`src/uec_pkg.sv`:
```
package uec_pkg;
  // Register indices on the serial control port
  localparam logic [3:0] ADDR_FAR_ERR = 4'h4;
  localparam logic [3:0] ADDR_NEAR_ERR = 4'h5;
  localparam logic [3:0] ADDR_LOOP = 4'h6;
  localparam logic [3:0] ADDR_CFG = 4'h7;
  localparam logic [7:0] CNT_MAX = 8'hff;
  localparam logic [7:0] LOOP_RST = 8'h00;
  localparam logic [7:0] CFG_RST = 8'h00;
  localparam logic [7:0] RD_UNMAPPED = 8'h00;
  // Loopback control field positions
  localparam int LB_U_B1 = 7;
  localparam int LB_U_B2 = 6;
  localparam int LB_U_2BD = 5;
  localparam int LB_U_TR = 4;
  localparam int LB_P_B1 = 3;
  localparam int LB_P_B2 = 2;
  localparam int LB_P_2BD = 1;
  localparam int LB_P_TR = 0;
  // Port configuration field positions
  localparam int CFG_ALT15 = 7;
  localparam int CFG_GP_OUTPUT_TWO = 6;
  localparam int CFG_GP_OUTPUT_ONE = 5;
  localparam int CFG_INV = 4;
  localparam int CFG_FREE = 3;
  localparam int CFG_SPEED = 2;
  localparam int CFG_MSINV = 1;
  localparam int CFG_ORD8 = 0;
  // Clock rates in Hz and derived generator constants
  localparam longint CORE_HZ = 40000000;
  localparam longint BCLK_SLOW_HZ = 2560000;
  localparam longint BCLK_FAST_HZ = 2048000;
  localparam longint FRAME_HZ = 8000;
  localparam int NCO_W = 16;
  localparam logic [NCO_W-1:0] NCO_INC_SLOW = NCO_W'((BCLK_SLOW_HZ << NCO_W) / CORE_HZ);
  localparam logic [NCO_W-1:0] NCO_INC_FAST = NCO_W'((BCLK_FAST_HZ << NCO_W) / CORE_HZ);
  localparam logic [8:0] BITS_SLOW = 9'(BCLK_SLOW_HZ / FRAME_HZ);
  localparam logic [8:0] BITS_FAST = 9'(BCLK_FAST_HZ / FRAME_HZ);
  // Serial control frame: 8 command bits then 8 data bits
  localparam logic [4:0] SCP_CMD_BITS = 5'd8;
  localparam logic [4:0] SCP_FRAME_BITS = 5'd16;
  localparam int SCP_RD_BIT = 7;

  typedef enum logic [1:0] {
    SCP_IDLE = 2'b00,
    SCP_CMD = 2'b01,
    SCP_DATA = 2'b11,
    SCP_DONE = 2'b10
  } uec_scp_e;

  typedef enum logic [1:0] {
    ORD_TEN = 2'b00,
    ORD_EIGHT = 2'b01,
    ORD_TSA = 2'b11,
    ORD_GCI = 2'b10
  } uec_order_e;

  typedef struct packed {
    logic sf_sync;
    logic linkup;
    logic sf_end;
    logic framer_sf_end;
    logic febe;
    logic crc_err;
  } uec_rx_ev_s;

  typedef struct packed {
    logic u_b1;
    logic u_b2;
    logic u_d;
    logic u_transp;
    logic p_b1;
    logic p_b2;
    logic p_d;
    logic p_transp;
  } uec_loop_s;
endpackage

```
`src/uec_regs.sv`:
```
`timescale 1ns/1ps
// Notes on behaviour
// - Error counters ignore both resets; a port write loads any value.
// - Far-end counter steps at superframe end on febe, only when synced and linked.
// - Far-end counter wraps past ff when wrap enabled, else sticks at ff.
// - Near-end counts crc mismatch, and per framer superframe when linked but unsynced.
// - A detected crc error counts at the end of that superframe.
// - Near-end counter uses the same wrap or saturate choice.
// - With overlay selected, these four addresses reach the overlay registers instead.
// - Loopback control clears on either reset and on return-to-normal.
// - Line-side loopback bits cannot become set in automatic eoc mode.
// - Line-side bits loop B1, B2 or 2B+D; transparent covers all looped.
// - Port 2B+D loopback overrides the separate port B1 and B2 bits.
// - Port loopbacks work in every port mode; transparent covers all looped.
// - Port config clears on resets; bit 7 selects alternate register fifteen.
// - Output two drives its pin, reads input two; disable forces high; D2 sets.
// - Output one drives its pin, reads input one; D1 command sets it.
// - Invert bit flips every transmitted and received data bit.
// - Master clocks run free, or start on sync and stop on deactivation.
// - Speed bit picks 2.56 or 2.048 MHz; also reference rate as slave.
// - Master/slave invert bit flips the sense of the master/slave pin.
// - Eight-bit order sends B bytes then D bits; ten-bit interleaves; swap applies.
// - Timeslot assignment overrides the ordering bit.
// - GCI electrical mode carries only 2B+D in programmed GCI slots.
module uec_regs (
  input wire logic core_clk,
  input wire logic reset_n,
  input wire logic soft_reset,
  input wire logic return_normal,
  input wire logic scp_clk,
  input wire logic scp_sel_n,
  input wire logic scp_din,
  output logic scp_dout,
  output logic scp_dout_en_n,
  input wire uec_pkg::uec_rx_ev_s rx_ev,
  input wire logic wrap_enable,
  input wire logic overlay_select,
  input wire logic eoc_auto,
  input wire logic timeslot_en,
  input wire logic gci_electrical,
  input wire logic [2:0] gci_slot,
  input wire logic channel_swap,
  input wire logic host_mode_select_pin,
  input wire logic ms_pin,
  input wire logic nt_mode,
  input wire logic port_stop,
  input wire logic disable_command,
  input wire logic line_side_d1_command,
  input wire logic line_side_d2_command,
  input wire logic network_side_d1_command,
  input wire logic network_side_d2_command,
  input wire logic gp_input_one,
  input wire logic gp_input_two,
  output logic gp_output_one,
  output logic gp_output_two,
  input wire logic [7:0] ovl_rdata,
  output logic [3:0] ovl_addr,
  output logic [7:0] ovl_wdata,
  output logic ovl_wr,
  output uec_pkg::uec_loop_s loop,
  output logic alt15_select,
  output logic port_master,
  output uec_pkg::uec_order_e order_mode,
  output logic b_swap,
  output logic [2:0] gci_slot_out,
  output logic port_bit_clock,
  output logic port_frame_syncs,
  output logic reference_clock_out,
  input wire logic tx_bit,
  output logic port_data_out,
  input wire logic port_data_in,
  output logic rx_bit
);
  logic [7:0] sync1_r, sync2_r;
  logic sclk_d_r;
  uec_pkg::uec_scp_e scp_st_r;
  logic [4:0] bit_cnt_r;
  logic [7:0] sh_r, rd_sh_r, cmd_r;
  logic wr_pulse_r;
  logic [3:0] wr_addr_r;
  logic [7:0] wr_data_r;
  logic [7:0] far_r, near_r, loop_r, cfg_r;
  logic gp_output_one_r, gp_output_two_r;
  logic running_r, sync_d_r;
  logic [uec_pkg::NCO_W-1:0] acc_r;
  logic [8:0] fbit_r;
  logic bclk_d_r;
  logic sclk_s, sel_n_s, sdin_s, gci_full, in1_s, in2_s, ms_s, din_s;
  logic sclk_rise, sclk_fall, in_map, ovl_hit, clk_run;
  logic wr_far, wr_near, far_inc, near_inc;
  logic [7:0] rd_data;

  function automatic logic [7:0] count_step(input logic [7:0] cur, input logic wrap);
    count_step = (!wrap && cur == uec_pkg::CNT_MAX) ? cur : cur + 8'h01;
  endfunction

  // Two-flop synchronisers for every pin from outside the core clock
  always_ff @(posedge core_clk) begin
    sync1_r <= {scp_clk, scp_sel_n, scp_din, host_mode_select_pin,
                gp_input_one, gp_input_two, ms_pin, port_data_in};
    sync2_r <= sync1_r;
    sclk_d_r <= sync2_r[7];
  end

  assign {sclk_s, sel_n_s, sdin_s} = sync2_r[7:5];
  assign gci_full = ~sync2_r[4]; // Low on the mode pin means full GCI
  assign {in1_s, in2_s, ms_s, din_s} = sync2_r[3:0];
  assign sclk_rise = sclk_s & ~sclk_d_r;
  assign sclk_fall = ~sclk_s & sclk_d_r;

  // Serial control port: command byte, then data byte, MSB first
  always_ff @(posedge core_clk) begin
    wr_pulse_r <= 1'b0;
    if (!reset_n || sel_n_s) begin
      scp_st_r <= uec_pkg::SCP_IDLE;
      bit_cnt_r <= 5'd0;
    end else begin
      case (scp_st_r)
        uec_pkg::SCP_IDLE: scp_st_r <= uec_pkg::SCP_CMD;
        uec_pkg::SCP_CMD: begin
          if (sclk_rise) begin
            sh_r <= {sh_r[6:0], sdin_s};
            bit_cnt_r <= bit_cnt_r + 5'd1;
            if (bit_cnt_r == uec_pkg::SCP_CMD_BITS - 5'd1) begin
              cmd_r <= {sh_r[6:0], sdin_s};
              scp_st_r <= uec_pkg::SCP_DATA;
            end
          end
        end
        uec_pkg::SCP_DATA: begin
          if (sclk_rise) begin
            sh_r <= {sh_r[6:0], sdin_s};
            bit_cnt_r <= bit_cnt_r + 5'd1;
            if (bit_cnt_r == uec_pkg::SCP_FRAME_BITS - 5'd1) begin
              wr_pulse_r <= ~cmd_r[uec_pkg::SCP_RD_BIT];
              wr_addr_r <= cmd_r[3:0];
              wr_data_r <= {sh_r[6:0], sdin_s};
              scp_st_r <= uec_pkg::SCP_DONE;
            end
          end
        end
        uec_pkg::SCP_DONE: scp_st_r <= uec_pkg::SCP_DONE;
        default: scp_st_r <= uec_pkg::SCP_IDLE;
      endcase
    end
  end

  // Read data shifts out on falling edges; the pin is driven only for reads
  always_ff @(posedge core_clk) begin
    if (!reset_n) begin
      rd_sh_r <= 8'h00;
      scp_dout_en_n <= 1'b1;
    end else if (scp_st_r == uec_pkg::SCP_CMD && sclk_rise &&
                 bit_cnt_r == uec_pkg::SCP_CMD_BITS - 5'd1) begin
      rd_sh_r <= rd_data;
      scp_dout_en_n <= ~sh_r[uec_pkg::SCP_RD_BIT - 1];
    end else if (scp_st_r == uec_pkg::SCP_DATA && sclk_fall) begin
      rd_sh_r <= {rd_sh_r[6:0], 1'b0};
    end else if (scp_st_r != uec_pkg::SCP_DATA) begin
      scp_dout_en_n <= 1'b1;
    end
  end
  assign scp_dout = rd_sh_r[7];

  // overlay address steering
  // Command bits 3:2 sit in sh_r[2:1] one bit before the command byte completes
  assign in_map = sh_r[2:1] == 2'b01;
  assign ovl_hit = overlay_select && wr_addr_r[3:2] == 2'b01;

  // Read mux; the address is the low nibble of the command just shifted in
  always_comb begin
    rd_data = uec_pkg::RD_UNMAPPED;
    if (overlay_select && in_map) begin
      rd_data = ovl_rdata;
    end else begin
      case ({sh_r[2:0], sdin_s})
        uec_pkg::ADDR_FAR_ERR: rd_data = far_r;
        uec_pkg::ADDR_NEAR_ERR: rd_data = near_r;
        uec_pkg::ADDR_LOOP: rd_data = loop_r;
        uec_pkg::ADDR_CFG: rd_data = {cfg_r[7], gci_full & in2_s, gci_full & in1_s,
                                      cfg_r[4:0]};
        default: rd_data = uec_pkg::RD_UNMAPPED;
      endcase
    end
  end

  // Overlay write port, registered
  always_ff @(posedge core_clk) begin
    if (!reset_n) begin
      ovl_wr <= 1'b0;
      ovl_addr <= 4'h0;
      ovl_wdata <= 8'h00;
    end else begin
      ovl_wr <= wr_pulse_r && ovl_hit;
      ovl_addr <= wr_addr_r;
      ovl_wdata <= wr_data_r;
    end
  end

  assign wr_far = wr_pulse_r && !ovl_hit && wr_addr_r == uec_pkg::ADDR_FAR_ERR;
  assign wr_near = wr_pulse_r && !ovl_hit && wr_addr_r == uec_pkg::ADDR_NEAR_ERR;
  assign far_inc = rx_ev.sf_end && rx_ev.febe && rx_ev.sf_sync && rx_ev.linkup;
  // near-end events from deframer or framer timing
  assign near_inc = (rx_ev.sf_end && rx_ev.crc_err && rx_ev.sf_sync && rx_ev.linkup) ||
                    (rx_ev.framer_sf_end && rx_ev.linkup && !rx_ev.sf_sync);

  // Counters carry no reset so the error history survives any reset
  always_ff @(posedge core_clk) begin
    if (wr_far) begin
      far_r <= wr_data_r;
    end else if (far_inc) begin
      far_r <= count_step(far_r, wrap_enable);
    end
  end

  always_ff @(posedge core_clk) begin
    if (wr_near) begin
      near_r <= wr_data_r;
    end else if (near_inc) begin
      near_r <= count_step(near_r, wrap_enable);
    end
  end

  // Loopback control
  always_ff @(posedge core_clk) begin
    if (!reset_n || soft_reset || return_normal) begin
      loop_r <= uec_pkg::LOOP_RST;
    end else if (wr_pulse_r && !ovl_hit && wr_addr_r == uec_pkg::ADDR_LOOP) begin
      // in eoc_auto mode line-side bits may clear but not set
      loop_r <= {wr_data_r[7:4] & (eoc_auto ? loop_r[7:4] : 4'hf), wr_data_r[3:0]};
    end
  end

  assign loop.u_b1 = loop_r[uec_pkg::LB_U_B1] | loop_r[uec_pkg::LB_U_2BD];
  assign loop.u_b2 = loop_r[uec_pkg::LB_U_B2] | loop_r[uec_pkg::LB_U_2BD];
  assign loop.u_d = loop_r[uec_pkg::LB_U_2BD];
  assign loop.u_transp = loop_r[uec_pkg::LB_U_TR];
  // port loop decode, independent of port mode
  assign loop.p_b1 = loop_r[uec_pkg::LB_P_2BD] | loop_r[uec_pkg::LB_P_B1];
  assign loop.p_b2 = loop_r[uec_pkg::LB_P_2BD] | loop_r[uec_pkg::LB_P_B2];
  assign loop.p_d = loop_r[uec_pkg::LB_P_2BD];
  assign loop.p_transp = loop_r[uec_pkg::LB_P_TR];

  // Port configuration; output bits are write-only and kept apart
  always_ff @(posedge core_clk) begin
    if (!reset_n || soft_reset) begin
      cfg_r <= uec_pkg::CFG_RST;
    end else if (wr_pulse_r && !ovl_hit && wr_addr_r == uec_pkg::ADDR_CFG) begin
      cfg_r <= wr_data_r;
    end
  end

  // General purpose outputs: a command set wins over a write
  always_ff @(posedge core_clk) begin
    if (!reset_n || soft_reset) begin
      gp_output_one_r <= 1'b0;
      gp_output_two_r <= 1'b0;
    end else begin
      if (wr_pulse_r && !ovl_hit && wr_addr_r == uec_pkg::ADDR_CFG) begin
        gp_output_one_r <= wr_data_r[uec_pkg::CFG_GP_OUTPUT_ONE];
        gp_output_two_r <= wr_data_r[uec_pkg::CFG_GP_OUTPUT_TWO];
      end
      if (nt_mode ? network_side_d1_command : line_side_d1_command) begin
        gp_output_one_r <= 1'b1;
      end
      if (nt_mode ? network_side_d2_command : line_side_d2_command) begin
        gp_output_two_r <= 1'b1;
      end
    end
  end

  // pins driven in full GCI; disable forces output two high
  always_ff @(posedge core_clk) begin
    if (!reset_n) begin
      gp_output_one <= 1'b0;
      gp_output_two <= 1'b0;
    end else begin
      gp_output_one <= gci_full & gp_output_one_r;
      gp_output_two <= gci_full & (gp_output_two_r | disable_command);
    end
  end

  assign alt15_select = cfg_r[uec_pkg::CFG_ALT15];

  // Mode outputs
  always_ff @(posedge core_clk) begin
    if (!reset_n) begin
      port_master <= 1'b0;
      order_mode <= uec_pkg::ORD_TEN;
      b_swap <= 1'b0;
      gci_slot_out <= 3'd0;
    end else begin
      // pin sense flipped by invert bit
      port_master <= ms_s ^ cfg_r[uec_pkg::CFG_MSINV];
      if (gci_electrical) begin
        order_mode <= uec_pkg::ORD_GCI;
      end else if (timeslot_en) begin
        order_mode <= uec_pkg::ORD_TSA;
      end else if (cfg_r[uec_pkg::CFG_ORD8]) begin
        order_mode <= uec_pkg::ORD_EIGHT;
      end else begin
        order_mode <= uec_pkg::ORD_TEN;
      end
      b_swap <= channel_swap;
      gci_slot_out <= gci_slot;
    end
  end

  // free-run gate: start on sync rising, stop on deactivation
  always_ff @(posedge core_clk) begin
    if (!reset_n || soft_reset) begin
      running_r <= 1'b0;
      sync_d_r <= 1'b0;
    end else begin
      sync_d_r <= rx_ev.sf_sync;
      if (port_stop) begin
        running_r <= 1'b0;
      end else if (rx_ev.sf_sync && !sync_d_r) begin
        running_r <= 1'b1;
      end
    end
  end
  assign clk_run = port_master && (!cfg_r[uec_pkg::CFG_FREE] || running_r);

  // fractional generator; 40 MHz is no multiple of either rate, so edges jitter
  always_ff @(posedge core_clk) begin
    if (!reset_n) begin
      acc_r <= '0;
    end else begin
      acc_r <= acc_r + (cfg_r[uec_pkg::CFG_SPEED] ? uec_pkg::NCO_INC_FAST :
                        uec_pkg::NCO_INC_SLOW);
    end
  end

  // Bit clock and frame sync; frame sync marks the first bit of each 8 kHz frame
  always_ff @(posedge core_clk) begin
    if (!reset_n) begin
      bclk_d_r <= 1'b0;
      fbit_r <= 9'd0;
      port_bit_clock <= 1'b0;
      port_frame_syncs <= 1'b0;
      reference_clock_out <= 1'b0;
    end else begin
      bclk_d_r <= acc_r[uec_pkg::NCO_W-1];
      port_bit_clock <= clk_run & acc_r[uec_pkg::NCO_W-1];
      // reference rate in network-side slave mode
      reference_clock_out <= nt_mode & ~port_master & acc_r[uec_pkg::NCO_W-1];
      if (!clk_run) begin
        fbit_r <= 9'd0;
        port_frame_syncs <= 1'b0;
      end else if (acc_r[uec_pkg::NCO_W-1] && !bclk_d_r) begin
        port_frame_syncs <= fbit_r == 9'd0;
        fbit_r <= (fbit_r == (cfg_r[uec_pkg::CFG_SPEED] ? uec_pkg::BITS_FAST :
                              uec_pkg::BITS_SLOW) - 9'd1) ? 9'd0 : fbit_r + 9'd1;
      end
    end
  end

  always_ff @(posedge core_clk) begin
    if (!reset_n) begin
      port_data_out <= 1'b0;
      rx_bit <= 1'b0;
    end else begin
      port_data_out <= tx_bit ^ cfg_r[uec_pkg::CFG_INV];
      rx_bit <= din_s ^ cfg_r[uec_pkg::CFG_INV];
    end
  end

  // Far counter is unknown until first loaded, so hold checks wait for a write
  logic far_seen_r;
  always_ff @(posedge core_clk) begin
    if (!reset_n) begin
      far_seen_r <= 1'b0;
    end else if (wr_far) begin
      far_seen_r <= 1'b1;
    end
  end
endmodule

```
`config.mk`:
```
export PLATFORM = sky130hd
export DESIGN_NAME = uec_regs
export DESIGN_NICKNAME = d
export VERILOG_FILES = /design/src/uec_pkg.sv /design/src/uec_regs.sv
export SDC_FILE = /design/constraint.sdc
export NUM_CORES = 1
export LEC_CHECK = 0
export BUFFER_PORTS_ARGS = -buffer_cell sky130_fd_sc_hd__buf_4
export CORE_ASPECT_RATIO = 1.75
export CORE_MARGIN = 10
export CORE_UTILIZATION = 40
export CTS_CLUSTER_DIAMETER = 150
export DETAILED_ROUTE_END_ITERATION = 6
export GPL_TIMING_DRIVEN = 0
export SLEW_MARGIN = 40
export SYNTH_ARGS = -nofsm -noshare
export SYNTH_HDL_FRONTEND = slang
export SYNTH_SLANG_ARGS = --single-unit
export TNS_END_PERCENT = 1
```
`constraint.sdc`:
```
create_clock -name core_clk -period 2 [get_ports core_clk]
set_input_delay 0.2 -clock core_clk [delete_from_list [all_inputs] [get_ports core_clk]]
set_output_delay 0.2 -clock core_clk [all_outputs]
set_load 0.05 [all_outputs]
```
==> impl_metrics.py <==
metrics = {
    "global_route": {
        "track_usage_pct": 14.9,
        "grt_pass1_vias": 4582,
        "grt_first_pass_wirelength_um": 24000,
        "grt_max_degree": 17,
        "antenna_found_initial": 0,
        "grt-ovfl-total": 0,
    },
    "floorplanning": {
        "core.rowCount": 58,
        "die_h_um": 181,
        "ios": 81,
        "core_region_area_um2": 14400,
        "initial_core_util_pct": 41.0,
        "die_w_um": 112,
        "dieArea_um2": 20300,
    },
    "synthesis": {
        "synth_area_um2": 5920,
        "ys_ff_latch": 145,
        "synth_warnings": 0,
        "yosysSeqAreaShare_pct": 55.8,
        "synth-async-reset-ratio_pct": 0,
        "synth.net_count": 605,
        "synth_flop_cell": "dfxtp_1",
        "synth_edf_count": 40,
        "synthCells": 546,
        "synthDistinctLibCells": 57,
        "syn_avg_cell_area_um2": 10.8,
    },
    "power": {
        "leakage_nw": 3.09,
        "power_density_nw_per_um2": 870,
        "ir_drop_v": 0.000490,
    },
    "drt": {
        "drc": 0,
        "drt-total-wl_um": 15300,
        "avgRoutedWirePerCell_um": 17.8,
        "drt-pass1-iter-count": 4,
        "drt_iter0_drc": 188,
        "ant_nets": 0,
        "num_vias": 4459,
        "viasPerCell": 5.19,
    },
    "final_layout": {
        "n_antenna_cell": 0,
        "largest-register": "acc_r",
        "largest_reg_flops": 16,
        "fin_nets": 725,
        "top_regs": "acc_r x16, fbit_r x9",
        "drive_above_1_share_pct": 25.5,
        "area_growth_pct": 29.7,
        "finalInstanceArea_um2": 7680,
    },
    "placement": {
        "place_area_um2": 6740,
        "dpl.hpwl_um": 11400,
        "place.port_buffers": 79,
        "place_congestion": 0.884,
    },
    "timing": {
        "slew_violations": 0,
        "relSlewSlack_pct": 59.5,
        "hold_viol_final": 0,
        "worstMarginPinSlew_ns": 0.606,
        "fin_crit_ns": 2.03,
        "rsz0062_at_grt": "yes",
        "setup_viol": 1,
        "fin_ws_ns": -0.0309,
        "fin_setup_tns_ns": -0.0309,
        "final.setup_skew_ns": 0.00697,
        "max_freq_mhz": 492,
        "min_period_over_period_pct": 102,
    },
    "clock_network": {
        "clock_sinks": 145,
        "clockBufferDepth": 2,
        "cts_tree": "done",
        "htree_num_levels": 4,
        "cts_buffers": 17,
        "clkTransAtPathRegs_ns": 0.06,
        "root_buffer": "clkbuf_16",
        "insertion_delay_ns": 0.41,
    },
    "critical_path": {
        "critPathKind": "reg -> reg",
        "cp.required_ns": 2.28,
        "cp-start-kind": "flip-flop",
        "timing.rr.start": "cfg_r[2]",
        "crit_path_start": "cfg_r[2]",
        "crit_fanout": 4,
        "crit_end": "acc_r[12]",
        "rrSetupSlack_ns": -0.03,
        "end_kind": "flip-flop",
        "r2r_cells": 7,
        "timing.rr.end": "acc_r[12]",
        "cp.arrival_ns": 2.31,
    },
    "outcome": {
        "violations": "setup timing",
        "status": "finished with violations",
    },
    "flow_run": {
        "maxCapViolations": 0,
    },
    "worst_hold_path": {
        "holdCritPathClass": "in -> reg",
    },
}
## placed cells by master, fill, tap and decap left out, types with 4 or more instances in the layout
cell           count
a31oi_1            4
o21ai_1            9
nand3_1           17
o22ai_1            5
mux2i_1           27
nand4_1            6
buf_4             90
o21ai_0            7
nand2_1           32
inv_1             17
clkbuf_1          10
nor3_1            16
o21a_1             5
dfxtp_1          104
o221a_2            4
xnor2_1           13
nand2b_1           6
edfxtp_1          40
nor3b_1            4
or2_2              5
o22a_1             4
xor2_1            18
a21oi_1           22
dlygate4sd3_1     14
nor2_1            66
ha_1              10
buf_2              5
and2_1            17
clkbuf_16         18
mux4_2             8
nor2b_1            5
inv_6              4
## final cells by class
cell class	count	area, um2
fill	1302	6760
sequential	145	3310
multi-input combinational	360	2570
timing repair buffer	101	806
clock buffer	20	458
tap	180	225
clock inverter	12	124
buffer	22	116
inverter	19	75.1
## per-layer routing
metal,track usage (%),part of all wire (%),routed length (um),up-vias
met2,29.2,58,8880,107
met5,0,0,0,-
met4,6.63,2.3,354,0
met1,14.0,36,5500,2163
met3,3.25,3.4,518,16
li1,-,-,-,2173
## timing repair
item / CTS / global route
resized for setup: 18 / 18
setup buffers: 3 / 5
hold buffers: 14 / 0
endpoints found under the hold margin: 15 / 0
endpoints found under the setup margin: 41 / 35
pin swaps: 0 / 4
## synthesized netlist by cell type, types with 3 or more instances
cell type / count / area share, %
dfxtp_1: 105 / 35
nor2_1: 67 / 4.2
edfxtp_1: 40 / 20
nand2_1: 33 / 2.1
mux2i_1: 27 / 4.6
a21oi_1: 22 / 1.9
inv_1: 18 / 1.1
xor2_1: 18 / 2.7
and2_1: 17 / 1.8
nand3_1: 17 / 1.4
ha_1: 16 / 3.4
nor3_1: 16 / 1.4
xnor2_1: 13 / 1.9
clkbuf_1: 11 / 0.70
mux4_2: 8 / 3.0
o21ai_0: 8 / 0.68
o21ai_1: 8 / 0.68
nand2b_1: 6 / 0.63
nand4_1: 6 / 0.63
nor2b_1: 6 / 0.63
and3_1: 5 / 0.53
o21a_1: 5 / 0.63
o221a_2: 5 / 0.95
o22ai_1: 5 / 0.53
or2_2: 5 / 0.53
a31oi_1: 4 / 0.42
buf_2: 4 / 0.34
buf_4: 4 / 0.51
nor3b_1: 4 / 0.51
o22a_1: 4 / 0.59
or3_1: 4 / 0.42
mux2_2: 3 / 0.57
o211ai_1: 3 / 0.38
## critical path: stages (launching register included)
cell	delay (ns)
dfxtp_4	0.40
clkinvlp_4	0.15
ha_4	0.20
or3_4	0.37
o221a_4	0.27
a221oi_2	0.26
xor2_1	0.18
nor2_1	0.05
## cell families after synthesis
group / after synthesis / synth area share, %
AND/OR/NAND/NOR: 198 / 16.5
flip-flops: 145 / 55.8
AO/OA/AOI/OAI: 77 / 8.49
buffers and inverters: 41 / 3.06
multiplexers: 38 / 8.18
XOR/XNOR: 31 / 4.58
adder cells (fa/ha/maj): 16 / 3.38
## power by group
group          leakage (nW)  internal, W  switching, W
combinational          1.59     0.000200      0.000231
clock                 0.280      0.00182       0.00131
sequential             1.22      0.00308     0.0000431
## worst min path at each step
| stage | end | slack [ns] | startpoint | cells after the start |
|---|---|---|---|---|
| floorplan | sync1_r[0] | 0.23 | port_data_in | 0 |
| global placement | sync1_r[5] | 0.30 | scp_din | 1 |
| CTS | order_mode[1] | 0.004 | timeslot_en | 3 |
| finish | order_mode[1] | 0.01 | timeslot_en | 3 |
| detailed placement | sync1_r[5] | 0.31 | scp_din | 1 |
| global route | order_mode[1] | 0.02 | timeslot_en | 3 |
## metrics by stage
stage / cells / utilization [%] / hold slack [ns] / setup slack (ns) / total power, W
final: 859 / 53.2 / 0.0116 / -0.0309 / 0.00668
after global routing: 859 / 53.2 / 0.0182 / -0.113 / 0.00690
after CTS: 854 / 52.4 / 0.00383 / -0.0825 / 0.00671
after detailed placement: 805 / 46.7 / 0.306 / -0.659 / 0.00357
after global placement: 805 / 46.7 / 0.304 / -0.648 / 0.00356
after floorplan: 546 / - / 0.228 / -0.0337 / 0.00341
No activity file was read; power rests on OpenSTA's default activity.
